File: src/common/wed_pkg.sv
package wed_pkg;

  localparam int ADDR_W = 16;
  localparam int DATA_W = 8;
  localparam int NUM_STATUS = 8;
  localparam int NUM_GPIO = 22;
  localparam int IDX_W = 3;

  // Status register indices
  localparam logic [IDX_W-1:0] IDX_GENERAL = 3'h0;
  localparam logic [IDX_W-1:0] IDX_FIRST = 3'h1;
  localparam logic [IDX_W-1:0] IDX_SECOND = 3'h2;
  localparam logic [IDX_W-1:0] IDX_HOST = 3'h3;
  localparam logic [IDX_W-1:0] IDX_FOURTH = 3'h4;
  localparam logic [IDX_W-1:0] IDX_FIFTH = 3'h5;
  localparam logic [IDX_W-1:0] IDX_SIXTH = 3'h6;
  localparam logic [IDX_W-1:0] IDX_FAN = 3'h7;

  localparam logic [ADDR_W-1:0] OFF_GENERAL_STATUS = 16'h7f02;
  localparam logic [ADDR_W-1:0] OFF_FIRST_STATUS = 16'h7f2a;
  localparam logic [ADDR_W-1:0] OFF_SECOND_STATUS = 16'h7f2b;
  localparam logic [ADDR_W-1:0] OFF_HOST_STATUS = 16'h7f55;
  localparam logic [ADDR_W-1:0] OFF_FOURTH_STATUS = 16'h7f59;
  localparam logic [ADDR_W-1:0] OFF_FIFTH_STATUS = 16'h7f5e;
  localparam logic [ADDR_W-1:0] OFF_SIXTH_STATUS = 16'h7f63;
  localparam logic [ADDR_W-1:0] OFF_FAN_STATUS = 16'h7f64;

  // Mask registers sit at base plus status index
  localparam logic [ADDR_W-1:0] OFF_MASK_BASE = 16'h7f80;
  // Edge configuration, three bytes each, gpio 0 in the low byte
  localparam logic [ADDR_W-1:0] OFF_ANY_EDGE_BASE = 16'h7f88;
  localparam logic [ADDR_W-1:0] OFF_POLARITY_BASE = 16'h7f8b;
  localparam logic [ADDR_W-1:0] OFF_SLEEP_CTRL = 16'h7f8e;

  localparam logic [DATA_W-1:0] RST_STATUS = 8'h00;
  localparam logic [DATA_W-1:0] RST_MASK = 8'hff;
  localparam logic [DATA_W-1:0] RST_ANY_EDGE = 8'hff;
  localparam logic [DATA_W-1:0] RST_POLARITY = 8'h00;

  // Sleep control fields
  localparam int CTRL_SLEEP_BIT = 0;
  localparam int CTRL_OSC_OFF_BIT = 1;
  localparam int CTRL_PENDING_BIT = 2;

  // First register
  localparam int B_BUS_TWO = 3;
  localparam int B_BUS_ONE = 4;
  localparam int B_PWR_STATUS = 5;
  localparam int B_PWR_ENABLE = 6;
  localparam int B_PWR_CONTROL = 7;
  // Second register
  localparam int B_ALARM = 0;
  localparam int B_ANY_KEY = 1;
  localparam int B_HIB_IR = 2;
  localparam int B_GEN_WAKEUP = 3;
  localparam int B_IN1 = 4;
  localparam int B_IN0_IN2 = 5;
  localparam int B_RING = 6;
  // General input register
  localparam int B_GPIO3 = 3;
  // Fan register; B_SECOND_IR is bit 2 of the fifth register
  localparam int B_FAN_ONE = 0;
  localparam int B_FAN_TWO = 1;
  localparam int B_FLOPPY = 2;
  localparam int B_SECOND_IR = 2;

  typedef enum logic [1:0] {
    WED_AWAKE  = 2'b00,
    WED_ASLEEP = 2'b01,
    WED_WAKING = 2'b10
  } wed_sleep_e;

endpackage

File: src/hw/wed_edge_det.sv
`timescale 1ns/1ps
// Per-bit edge detector: any edge, or rising when rise_sel else falling
module wed_edge_det #(
  parameter int WIDTH = 8
) (
  input  wire logic             clk,
  input  wire logic             rst_n,
  input  wire logic [WIDTH-1:0] sample,
  input  wire logic [WIDTH-1:0] any_edge,
  input  wire logic [WIDTH-1:0] rise_sel,
  output logic      [WIDTH-1:0] hit
);

  logic [WIDTH-1:0] prev;
  logic [WIDTH-1:0] next_prev;
  logic             armed;
  logic             next_armed;

  // First sample after reset only primes history, no false edge
  always_comb begin
    next_prev = sample;
    next_armed = 1'b1;
  end

  always_ff @(posedge clk or negedge rst_n) begin
    if (!rst_n) begin
      prev <= '0;
      armed <= 1'b0;
    end else begin
      prev <= next_prev;
      armed <= next_armed;
    end
  end

  genvar i;
  generate
    for (i = 0; i < WIDTH; i++) begin : g_bit
      always_comb begin
        if (!armed) begin
          hit[i] = 1'b0;
        end else if (any_edge[i]) begin
          hit[i] = sample[i] ^ prev[i];
        end else if (rise_sel[i]) begin
          hit[i] = sample[i] & ~prev[i];
        end else begin
          hit[i] = ~sample[i] & prev[i];
        end
      end
    end
  endgenerate

endmodule

File: src/hw/wed_top.sv
// Added by the designer: the address-and-strobe port.
`timescale 1ns/1ps
// Wake event detector, standby domain; core_clk is the always-running clock
module wed_top (
  input  wire logic                          core_clk,
  input  wire logic                          resetn,
  input  wire logic [wed_pkg::ADDR_W-1:0]    reg_addr,
  input  wire logic [wed_pkg::DATA_W-1:0]    reg_wdata,
  input  wire logic                          reg_wr,
  input  wire logic                          reg_rd,
  output logic      [wed_pkg::DATA_W-1:0]    reg_rdata,
  input  wire logic                          clock_alarm_wake,
  input  wire logic                          hibernation_timer_wake,
  input  wire logic                          power_status_wake,
  input  wire logic                          power_enable_wake,
  input  wire logic                          power_control_wake,
  input  wire logic                          ring_indicator_pin,
  input  wire logic                          two_wire_bus_one_data,
  input  wire logic                          two_wire_bus_two_data,
  input  wire logic                          infrared_receive_pin,
  input  wire logic [7:0]                    key_scan_inputs,
  input  wire logic [7:0]                    general_inputs,
  input  wire logic [wed_pkg::NUM_GPIO-1:0]  gpio_pins,
  input  wire logic [wed_pkg::NUM_GPIO-1:0]  gpio_alt_sel,
  input  wire logic [wed_pkg::NUM_GPIO-1:0]  gpio_alt_in,
  input  wire logic                          second_infrared_detect,
  input  wire logic                          fan_speed_one_low,
  input  wire logic                          fan_speed_two_low,
  input  wire logic                          floppy_parallel_detect,
  input  wire logic [7:0]                    host_gpio_pins,
  output logic                               cpu_sleeping,
  output logic                               ring_osc_en,
  output logic                               wake_pending
);

  localparam int NG = wed_pkg::NUM_GPIO;
  localparam int NE = 16;
  localparam int NL = 8;
  localparam int NR = 24;

  // Address decode shared by read and write paths
  function automatic logic [4:0] decode(input logic [wed_pkg::ADDR_W-1:0] a);
    logic [4:0] r;
    // Unmapped addresses land on 5'h1f, which no register uses
    r = 5'h1f;
    if (a == wed_pkg::OFF_GENERAL_STATUS) begin
      r = {2'b00, wed_pkg::IDX_GENERAL};
    end else if (a == wed_pkg::OFF_FIRST_STATUS) begin
      r = {2'b00, wed_pkg::IDX_FIRST};
    end else if (a == wed_pkg::OFF_SECOND_STATUS) begin
      r = {2'b00, wed_pkg::IDX_SECOND};
    end else if (a == wed_pkg::OFF_HOST_STATUS) begin
      r = {2'b00, wed_pkg::IDX_HOST};
    end else if (a == wed_pkg::OFF_FOURTH_STATUS) begin
      r = {2'b00, wed_pkg::IDX_FOURTH};
    end else if (a == wed_pkg::OFF_FIFTH_STATUS) begin
      r = {2'b00, wed_pkg::IDX_FIFTH};
    end else if (a == wed_pkg::OFF_SIXTH_STATUS) begin
      r = {2'b00, wed_pkg::IDX_SIXTH};
    end else if (a == wed_pkg::OFF_FAN_STATUS) begin
      r = {2'b00, wed_pkg::IDX_FAN};
    end else if (a >= wed_pkg::OFF_MASK_BASE && a < wed_pkg::OFF_ANY_EDGE_BASE) begin
      r = {2'b01, 3'(a - wed_pkg::OFF_MASK_BASE)};
    end else if (a >= wed_pkg::OFF_ANY_EDGE_BASE && a < wed_pkg::OFF_POLARITY_BASE) begin
      r = {2'b10, 3'(a - wed_pkg::OFF_ANY_EDGE_BASE)};
    end else if (a >= wed_pkg::OFF_POLARITY_BASE && a < wed_pkg::OFF_SLEEP_CTRL) begin
      r = {2'b10, 3'(3'h3 + 3'(a - wed_pkg::OFF_POLARITY_BASE))};
    end else if (a == wed_pkg::OFF_SLEEP_CTRL) begin
      r = 5'h18;
    end
    return r;
  endfunction

  // Reset release through two flops
  // Every flop then leaves reset on one edge, whatever the pin timing
  logic rst_meta;
  logic rst_n;

  always_ff @(posedge core_clk or negedge resetn) begin
    if (!resetn) begin
      rst_meta <= 1'b0;
      rst_n <= 1'b0;
    end else begin
      rst_meta <= 1'b1;
      rst_n <= rst_meta;
    end
  end

  // Configuration and status state
  logic [wed_pkg::DATA_W-1:0] status [wed_pkg::NUM_STATUS];
  logic [wed_pkg::DATA_W-1:0] mask [wed_pkg::NUM_STATUS];
  logic [NR-1:0]              any_edge_cfg;
  logic [NR-1:0]              polarity_cfg;
  logic [wed_pkg::DATA_W-1:0] next_status [wed_pkg::NUM_STATUS];
  logic [wed_pkg::DATA_W-1:0] next_mask [wed_pkg::NUM_STATUS];
  logic [NR-1:0]              next_any_edge_cfg;
  logic [NR-1:0]              next_polarity_cfg;
  logic [wed_pkg::DATA_W-1:0] next_rdata;
  wed_pkg::wed_sleep_e        sleep_state;
  wed_pkg::wed_sleep_e        next_sleep_state;

  logic [4:0] wr_sel;
  logic [4:0] rd_sel;

  assign wr_sel = decode(reg_addr);
  assign rd_sel = wr_sel;

  // Alternate function activity still counts as pin activity
  logic [NG-1:0] gpio_level;
  assign gpio_level = (gpio_alt_sel & gpio_alt_in) | (~gpio_alt_sel & gpio_pins);

  // Fixed-sense sources: internal pulses, second infrared and fan detectors rise, pins fall or any
  logic [NE-1:0] fixed_sample;
  logic [NE-1:0] fixed_any;
  logic [NE-1:0] fixed_rise;
  logic [NE-1:0] fixed_hit;

  assign fixed_sample = {fan_speed_two_low, fan_speed_one_low, floppy_parallel_detect,
                         1'b0, infrared_receive_pin, ring_indicator_pin,
                         two_wire_bus_two_data, two_wire_bus_one_data,
                         second_infrared_detect, 2'b00,
                         power_control_wake, power_enable_wake, power_status_wake,
                         hibernation_timer_wake, clock_alarm_wake};
  // Bits: 0 alarm,1 hib,2-4 power,5-6 spare,7 ir2,8-9 bus,10 ring,11 ir,12 spare,
  // 13 floppy,14 fan1,15 fan2
  assign fixed_any = 16'h2000;
  assign fixed_rise = 16'hc09f;

  wed_edge_det #(.WIDTH(NE)) u_fixed_edges (
    .clk      (core_clk),
    .rst_n    (rst_n),
    .sample   (fixed_sample),
    .any_edge (fixed_any),
    .rise_sel (fixed_rise),
    .hit      (fixed_hit)
  );

  // Level pins: IN3 and each key line fall only, host gpios and other inputs any edge
  // Key lines are watched one by one so a held key cannot hide a second press
  localparam int NP = NL + 16;
  localparam logic [NP-1:0] PIN_ANY = 24'h00fff7;
  localparam logic [NP-1:0] PIN_RISE = 24'h000000;

  logic [NP-1:0] pin_hit;
  logic [NL-1:0] in_hit;
  logic [7:0]    key_hit;
  logic [7:0]    host_hit;

  wed_edge_det #(.WIDTH(NP)) u_input_edges (
    .clk      (core_clk),
    .rst_n    (rst_n),
    .sample   ({key_scan_inputs, host_gpio_pins, general_inputs}),
    .any_edge (PIN_ANY),
    .rise_sel (PIN_RISE),
    .hit      (pin_hit)
  );

  assign in_hit = pin_hit[NL-1:0];
  assign host_hit = pin_hit[NL+7:NL];
  assign key_hit = pin_hit[NP-1:NL+8];

  // Every one of the 22 gpios has a detector and feeds a status bit
  logic [NG-1:0] gpio_hit;
  logic [NG-1:0] g;

  wed_edge_det #(.WIDTH(NG)) u_gpio_edges (
    .clk      (core_clk),
    .rst_n    (rst_n),
    .sample   (gpio_level),
    .any_edge (any_edge_cfg[NG-1:0]),
    .rise_sel (polarity_cfg[NG-1:0]),
    .hit      (gpio_hit)
  );

  // Configuration bits above the last gpio are stored but steer no pin
  assign g = gpio_hit;

  // Raw event vectors per status register
  logic [wed_pkg::DATA_W-1:0] ev [wed_pkg::NUM_STATUS];

  always_comb begin
    for (int k = 0; k < wed_pkg::NUM_STATUS; k++) begin
      ev[k] = '0;
    end
    ev[wed_pkg::IDX_GENERAL][wed_pkg::B_GPIO3] = g[3];
    ev[wed_pkg::IDX_FIRST][wed_pkg::B_BUS_TWO] = fixed_hit[9];
    ev[wed_pkg::IDX_FIRST][wed_pkg::B_BUS_ONE] = fixed_hit[8];
    ev[wed_pkg::IDX_FIRST][wed_pkg::B_PWR_STATUS] = fixed_hit[2];
    ev[wed_pkg::IDX_FIRST][wed_pkg::B_PWR_ENABLE] = fixed_hit[3];
    ev[wed_pkg::IDX_FIRST][wed_pkg::B_PWR_CONTROL] = fixed_hit[4];
    ev[wed_pkg::IDX_SECOND][wed_pkg::B_ALARM] = fixed_hit[0];
    ev[wed_pkg::IDX_SECOND][wed_pkg::B_ANY_KEY] = (|key_hit) | in_hit[7];
    ev[wed_pkg::IDX_SECOND][wed_pkg::B_HIB_IR] = fixed_hit[1] | fixed_hit[11];
    ev[wed_pkg::IDX_SECOND][wed_pkg::B_GEN_WAKEUP] = in_hit[3];
    ev[wed_pkg::IDX_SECOND][wed_pkg::B_IN1] = in_hit[1];
    ev[wed_pkg::IDX_SECOND][wed_pkg::B_IN0_IN2] = in_hit[0] | in_hit[2];
    ev[wed_pkg::IDX_SECOND][wed_pkg::B_RING] = fixed_hit[10];
    ev[wed_pkg::IDX_HOST] = host_hit;
    ev[wed_pkg::IDX_FOURTH] = {g[4], g[7], in_hit[6], g[2], g[1], g[0], in_hit[5], in_hit[4]};
    ev[wed_pkg::IDX_FIFTH] = {g[13], g[12], g[11], g[10], g[9], g[8] | fixed_hit[7],
                              g[6], g[5]};
    ev[wed_pkg::IDX_SIXTH] = {g[18], g[21], g[20], g[19], g[17], g[16], g[15], g[14]};
    ev[wed_pkg::IDX_FAN][wed_pkg::B_FAN_ONE] = fixed_hit[14];
    ev[wed_pkg::IDX_FAN][wed_pkg::B_FAN_TWO] = fixed_hit[15];
    ev[wed_pkg::IDX_FAN][wed_pkg::B_FLOPPY] = fixed_hit[13];
  end

  // Unmasked pending events, any source class
  // Combinational, so a wake costs no extra cycle
  logic any_unmasked;

  always_comb begin
    any_unmasked = 1'b0;
    for (int k = 0; k < wed_pkg::NUM_STATUS; k++) begin
      any_unmasked = any_unmasked | (|(status[k] & ~mask[k]));
    end
  end

  // Status, mask and edge configuration update
  always_comb begin
    logic [wed_pkg::DATA_W-1:0] clr;
    clr = '0;
    for (int k = 0; k < wed_pkg::NUM_STATUS; k++) begin
      clr = (reg_wr && wr_sel == {2'b00, 3'(k)}) ? reg_wdata : 8'h00;
      // Write one clears; a new event in the same cycle wins
      next_status[k] = (status[k] & ~clr) | ev[k];
      next_mask[k] = (reg_wr && wr_sel == {2'b01, 3'(k)}) ? reg_wdata : mask[k];
    end
    next_any_edge_cfg = any_edge_cfg;
    next_polarity_cfg = polarity_cfg;
    // Edge configuration bytes, low byte first
    if (reg_wr) begin
      if (wr_sel == 5'h10) begin
        next_any_edge_cfg[7:0] = reg_wdata;
      end else if (wr_sel == 5'h11) begin
        next_any_edge_cfg[15:8] = reg_wdata;
      end else if (wr_sel == 5'h12) begin
        next_any_edge_cfg[23:16] = reg_wdata;
      end else if (wr_sel == 5'h13) begin
        next_polarity_cfg[7:0] = reg_wdata;
      end else if (wr_sel == 5'h14) begin
        next_polarity_cfg[15:8] = reg_wdata;
      end else if (wr_sel == 5'h15) begin
        next_polarity_cfg[23:16] = reg_wdata;
      end
    end
  end

  // Masks reset to all ones so nothing wakes before firmware opts in
  always_ff @(posedge core_clk or negedge rst_n) begin
    if (!rst_n) begin
      for (int k = 0; k < wed_pkg::NUM_STATUS; k++) begin
        status[k] <= wed_pkg::RST_STATUS;
        mask[k] <= wed_pkg::RST_MASK;
      end
      any_edge_cfg <= {3{wed_pkg::RST_ANY_EDGE}};
      polarity_cfg <= {3{wed_pkg::RST_POLARITY}};
    end else begin
      for (int k = 0; k < wed_pkg::NUM_STATUS; k++) begin
        status[k] <= next_status[k];
        mask[k] <= next_mask[k];
      end
      any_edge_cfg <= next_any_edge_cfg;
      polarity_cfg <= next_polarity_cfg;
    end
  end

  // Sleep sequencing
  // Only bits 0 and 1 of a control write act; the rest are ignored
  logic ctrl_wr;
  assign ctrl_wr = reg_wr && wr_sel == 5'h18;

  always_comb begin
    next_sleep_state = sleep_state;
    case (sleep_state)
      wed_pkg::WED_AWAKE: begin
        if (ctrl_wr && reg_wdata[wed_pkg::CTRL_SLEEP_BIT]) begin
          next_sleep_state = wed_pkg::WED_ASLEEP;
        end
      end
      wed_pkg::WED_ASLEEP: begin
        // Masked sources leave the processor halted
        if (any_unmasked) begin
          next_sleep_state = wed_pkg::WED_WAKING;
        end
      end
      wed_pkg::WED_WAKING: begin
        // Oscillator runs until firmware has moved to its main clock
        if (ctrl_wr && reg_wdata[wed_pkg::CTRL_OSC_OFF_BIT]) begin
          next_sleep_state = wed_pkg::WED_AWAKE;
        end
      end
      default: begin
        next_sleep_state = wed_pkg::WED_AWAKE;
      end
    endcase
  end

  always_ff @(posedge core_clk or negedge rst_n) begin
    if (!rst_n) begin
      sleep_state <= wed_pkg::WED_AWAKE;
    end else begin
      sleep_state <= next_sleep_state;
    end
  end

  assign cpu_sleeping = sleep_state == wed_pkg::WED_ASLEEP;
  assign ring_osc_en = sleep_state == wed_pkg::WED_WAKING;
  assign wake_pending = any_unmasked;

  // Read path, data valid the cycle after the strobe
  always_comb begin
    next_rdata = '0;
    if (reg_rd) begin
      if (rd_sel[4:3] == 2'b00) begin
        next_rdata = status[rd_sel[2:0]];
      end else if (rd_sel[4:3] == 2'b01) begin
        next_rdata = mask[rd_sel[2:0]];
      end else if (rd_sel == 5'h10) begin
        next_rdata = any_edge_cfg[7:0];
      end else if (rd_sel == 5'h11) begin
        next_rdata = any_edge_cfg[15:8];
      end else if (rd_sel == 5'h12) begin
        next_rdata = any_edge_cfg[23:16];
      end else if (rd_sel == 5'h13) begin
        next_rdata = polarity_cfg[7:0];
      end else if (rd_sel == 5'h14) begin
        next_rdata = polarity_cfg[15:8];
      end else if (rd_sel == 5'h15) begin
        next_rdata = polarity_cfg[23:16];
      end else if (rd_sel == 5'h18) begin
        next_rdata = {5'h00, any_unmasked, ring_osc_en, cpu_sleeping};
      end
    end
  end

  always_ff @(posedge core_clk or negedge rst_n) begin
    if (!rst_n) begin
      reg_rdata <= '0;
    end else begin
      reg_rdata <= next_rdata;
    end
  end

endmodule
File: config.mk
export PLATFORM = sky130hd
export DESIGN_NAME = wed_top
export DESIGN_NICKNAME = d
export VERILOG_FILES = /design/src/common/wed_pkg.sv /design/src/hw/wed_edge_det.sv /design/src/hw/wed_top.sv
export SDC_FILE = /design/constraint.sdc
export NUM_CORES = 1
export LEC_CHECK = 0
export BUFFER_PORTS_ARGS = -buffer_cell sky130_fd_sc_hd__buf_2
export CORE_MARGIN = 5
export CORE_UTILIZATION = 40
export DETAILED_ROUTE_END_ITERATION = 8
export PLACE_DENSITY = 0.66
export SLEW_MARGIN = 0
export SYNTH_ARGS = -nofsm -noshare
export SYNTH_HDL_FRONTEND = slang
export SYNTH_SLANG_ARGS = --single-unit
File: constraint.sdc
create_clock -name core_clk -period 7.8 [get_ports core_clk]
set_input_delay 1.95 -clock core_clk [delete_from_list [all_inputs] [get_ports core_clk]]
set_output_delay 1.95 -clock core_clk [all_outputs]
set_load 0.02 [all_outputs]
==> reports/summary.txt <==
OUTCOME
--------------------------------------------------------------------------------------
Run status                                                                   completed

YOSYS
--------------------------------------------------------------------------------------
Flop and latch count out of synthesis                                              248
Biggest area contributors in the synthesized netlist                      sky130_fd_sc_hd__dfrtp_1 30%, sky130_fd_sc_hd__dfstp_2 18%, sky130_fd_sc_hd__mux2_2 10%, sky130_fd_sc_hd__mux2i_1 4.3%, sky130_fd_sc_hd__ha_1 4.2%
Most used DFF post-synth                                                  sky130_fd_sc_hd__dfrtp_1
Mapped cell area                                                           13200 sq um
Most used standard cells in the synthesized netlist                       160 x sky130_fd_sc_hd__dfrtp_1, 131 x sky130_fd_sc_hd__nand2_1, 117 x sky130_fd_sc_hd__mux2_2, 88 x sky130_fd_sc_hd__dfstp_2, 82 x sky130_fd_sc_hd__inv_1
Multiplexer fraction of the synthesized cell area                                14.4%
Fraction of synthesized cell area in xor and xnor cells                          1.13%
Number of warning messages in the yosys log                                          0
Share of flip-flops with an asynchronous set or reset after synthesis             100%
Share of synthesized area occupied by flip-flops and latches                     48.0%
Number of distinct library cells after synthesis                                    79
Post-synth EDFFs                                                                     0
Compound-cell area share of the yosys netlist                                    13.8%
Post-synthesis instance total                                                     1217
Most area-hungry cell type in the Yosys netlist                           sky130_fd_sc_hd__dfrtp_1
Area share of fa/ha/maj cells after synthesis                                    4.19%
Synth Area in Simple Gates                                                       14.1%
Combinational family with the most area after synthesis                   multiplexers
Leading cell type by number of instances after synthesis                  sky130_fd_sc_hd__dfrtp_1
Synth top area share                                                             30.4%
Synthesized area per cell                                                   10.8 sq um

SETUP PATH
--------------------------------------------------------------------------------------
Maximum fanout along the worst path                                                 26
Critical path's top delay family                                          simple AND/OR/NAND/NOR gates
Element type at the critical path start                                      input pin
Total buffers and inverters traversed by the critical path                           1
Reg-to-reg setup timing slack                                                  5.05 ns
RR Startpoint                                                                 mask[35]
Largest stage delay on the critical path                                       0.75 ns
Most frequent CP cell                                                     sky130_fd_sc_hd__nand2_1
Count of cells along the worst register-to-register path                             8
Type of the worst setup path                                                 in -> reg
Slowest cell on the critical path                                         sky130_fd_sc_hd__nor2_1
Capture instance of the worst register-to-register path                   reg_rdata[2]
Critical path arrival                                                          5.54 ns
WP data required                                                               8.23 ns
Crit path cell chain                                                      buf_2, nor4_1, nand3_1, a31oi_1, or2_2, nand2_1, nor2_1, nand2_1, a22o_1
Element type at the critical path end                                         register

POWER AND IR DROP
--------------------------------------------------------------------------------------
Power density over the cells                                               188 nW/um^2
Switching Fraction                                                               23.0%
Switch Pwr                                                                  0.000657 W
Combinational fraction of design power                                            6.2%
Internal cell power                                                          0.00220 W
Part of the total power dissipated in the clock network                          47.5%
Worst IR Drop VDD                                                             0.173 mV
LEAKAGE                                                                        6.91 nW
Sequential power share                                                           46.3%

TIMING
--------------------------------------------------------------------------------------
Transition at the pin with the smallest max-transition slack                   1.20 ns
Final setup TNS                                                                   0 ns
Fin crit period                                                                5.11 ns
Final count of hold timing violations                                                0
Setup repair after global routing missed its margin                                 no
Setup clock skew after layout                                                0.0168 ns
Share of the clock period used by the worst path after layout                    65.6%
Highest clock frequency the design can meet                                    196 MHz
Final setup violating endpoints                                                      0
Final-report max-slew violation count                                                0
Headroom to the max-slew limit                                                   19.8%

CELLS AND AREA
--------------------------------------------------------------------------------------
Sequential cell area                                                        6320 sq um
Layout area overhead                                                             15.6%
Fraction of layout cells with a size suffix above 1                              31.3%
Total inserted antenna cells                                                         0
Multi-input combinational cell area                                         6270 sq um
Layout Nets                                                                       1520
Filler Cell Count                                                                 3136
Fraction of the core area covered by cells at the end of the flow                46.7%

GLOBAL ROUTING
--------------------------------------------------------------------------------------
Via count of the first global-routing pass                                       10264
Largest net degree at the start of global routing                                   76
Initial antenna violation count                                                      0
Global-route wire length before repair                                         64.5 mm
Total track usage                                                                23.1%
Total overflow reported by the global router                                         0

ROUTING
--------------------------------------------------------------------------------------
Vias                                                                             10402
Total wire length after detailed routing                                       42.9 mm
Detailed Routing Iterations Pass 1                                                   6
Count of routing violations after the opening detailed-route iteration            1053
Post-route antenna net violation count                                               0
Number of vias per cell after detailed routing                                    5.75
Number of DRC violations after detailed routing                                      0
Final routed wire length divided by cell count                                 23.7 um

CLOCK TREE
--------------------------------------------------------------------------------------
H-Tree Level Count                                                                   1
CTS clock-pin slew for the worst setup and hold paths                          0.06 ns
CTS tree                                                                         built
Hold bufs inserted after CTS                                                         0
Cells resized by post-CTS repair                                                     0
Post-CTS setup buffer count                                                          0
Clock net sink count                                                               248
Root buffer selected by CTS                                               sky130_fd_sc_hd__clkbuf_16
Clock latency reported for the late side of the worst-skew pair                0.55 ns
Clock buffers created by TritonCTS                                                  28
Clock Path Buffers                                                                   3

DIE
--------------------------------------------------------------------------------------
Core ar.                                                                   32500 sq um
Die outline area                                                           36600 sq um
I/O pin cnt                                                                        142
Die W                                                                           191 um
Height of the die                                                               191 um
FP Rows                                                                             66
Initial Util                                                                     40.4%

PLACEMENT
--------------------------------------------------------------------------------------
IO buf count                                                                       141
Detailed Place HPWL                                                            30.8 mm
Weighted congestion reported at the end of routability-driven placement          0.963

FLOW RUN
--------------------------------------------------------------------------------------
Max-capacitance violation count                                                      0

MIN PATH
--------------------------------------------------------------------------------------
Hold Path Class                                                           reg -> async

[kinds of logic after synthesis]
family	count (synthesis)
flops	248
xor+xnor	17
mux	174
buf+inv	136
compound gates	243
simple gates	354
other cells	1
fa+ha+maj	44
[power groups by stage]
stage / clock network, W / registers (W) / logic (W)
after floorplan: 0 / 0.00136 / 0.0000846
after global placement: 0 / 0.00135 / 0.000174
after detailed placement: 0 / 0.00135 / 0.000178
after CTS: 0.00138 / 0.00133 / 0.000179
after global routing: 0.00144 / 0.00133 / 0.000201
final: 0.00136 / 0.00132 / 0.000177
[cells in the final DEF (no fill, tap or decap), types with 11 or more instances in the layout]
master                      count
sky130_fd_sc_hd__o2111ai_1     18
sky130_fd_sc_hd__ha_1          44
sky130_fd_sc_hd__mux2i_1       57
sky130_fd_sc_hd__nand2_1      131
sky130_fd_sc_hd__a211oi_1      29
sky130_fd_sc_hd__clkbuf_16     29
sky130_fd_sc_hd__nand2b_1      52
sky130_fd_sc_hd__buf_2        141
sky130_fd_sc_hd__inv_1         82
sky130_fd_sc_hd__dfstp_2       88
sky130_fd_sc_hd__a21oi_1       45
sky130_fd_sc_hd__a31oi_1       12
sky130_fd_sc_hd__a21boi_0      13
sky130_fd_sc_hd__nor2b_1       29
sky130_fd_sc_hd__a221oi_1      11
sky130_fd_sc_hd__nor2_1        35
sky130_fd_sc_hd__nand3_1       19
sky130_fd_sc_hd__dfrtp_1      159
sky130_fd_sc_hd__mux2_2       117
sky130_fd_sc_hd__o21ai_0       17
sky130_fd_sc_hd__a22o_1        37
sky130_fd_sc_hd__xor2_1        15
sky130_fd_sc_hd__nor3_1        17
[sequential cells by signal, indices dropped and copies added, names as in the netlist]
name                 count
mask                    64
status                  64
any_edge_cfg            24
polarity_cfg            24
u_input_edges.prev      24
u_gpio_edges.prev       22
u_fixed_edges.prev      13
reg_rdata                8
sleep_state              2
rst_meta                 1
rst_n                    1
u_input_edges.armed      1
[through the flow]
stage | instance area (sq um) | std cells | hold WS (ns) | total power, W | worst slack [ns]
floorplan | 13200 | 1218 | 0.331 | 0.00144 | 0.531
global placement | 14200 | 1757 | 0.337 | 0.00152 | 2.26
detailed placement | 14200 | 1757 | 0.359 | 0.00152 | 2.31
CTS | 15200 | 1809 | 0.371 | 0.00289 | 2.86
global route | 15200 | 1809 | 0.380 | 0.00296 | 2.61
finish | 15200 | 1809 | 0.363 | 0.00286 | 2.69
[worst max path at each step]
stage / startpoint / to / depth (start not counted)
floorplan: rst_n / polarity_cfg[0] / 0
global placement: reg_addr[4] / mask[35] / 8
detailed placement: reg_addr[3] / status[36] / 9
CTS: reg_addr[3] / status[38] / 9
global route: reg_addr[6] / status[25] / 9
finish: reg_addr[4] / status[25] / 9
[metal layers]
layer,share of wire (%),global-route usage [%]
met5,0,0
met4,4.5,8.70
met3,7.9,3.82
met2,44,35.1
met1,44,33.2
[layout make-up]
cell class / count / share of cell area [%]
clock buffer: 44 / 5.74
clock inverter: 8 / 0.609
inverter: 82 / 2.02
multi-input combinational: 834 / 41.3
sequential: 248 / 41.6
tap: 442 / 3.64
timing repair buffer: 151 / 5.14
(Power assumes the default switching activity.)
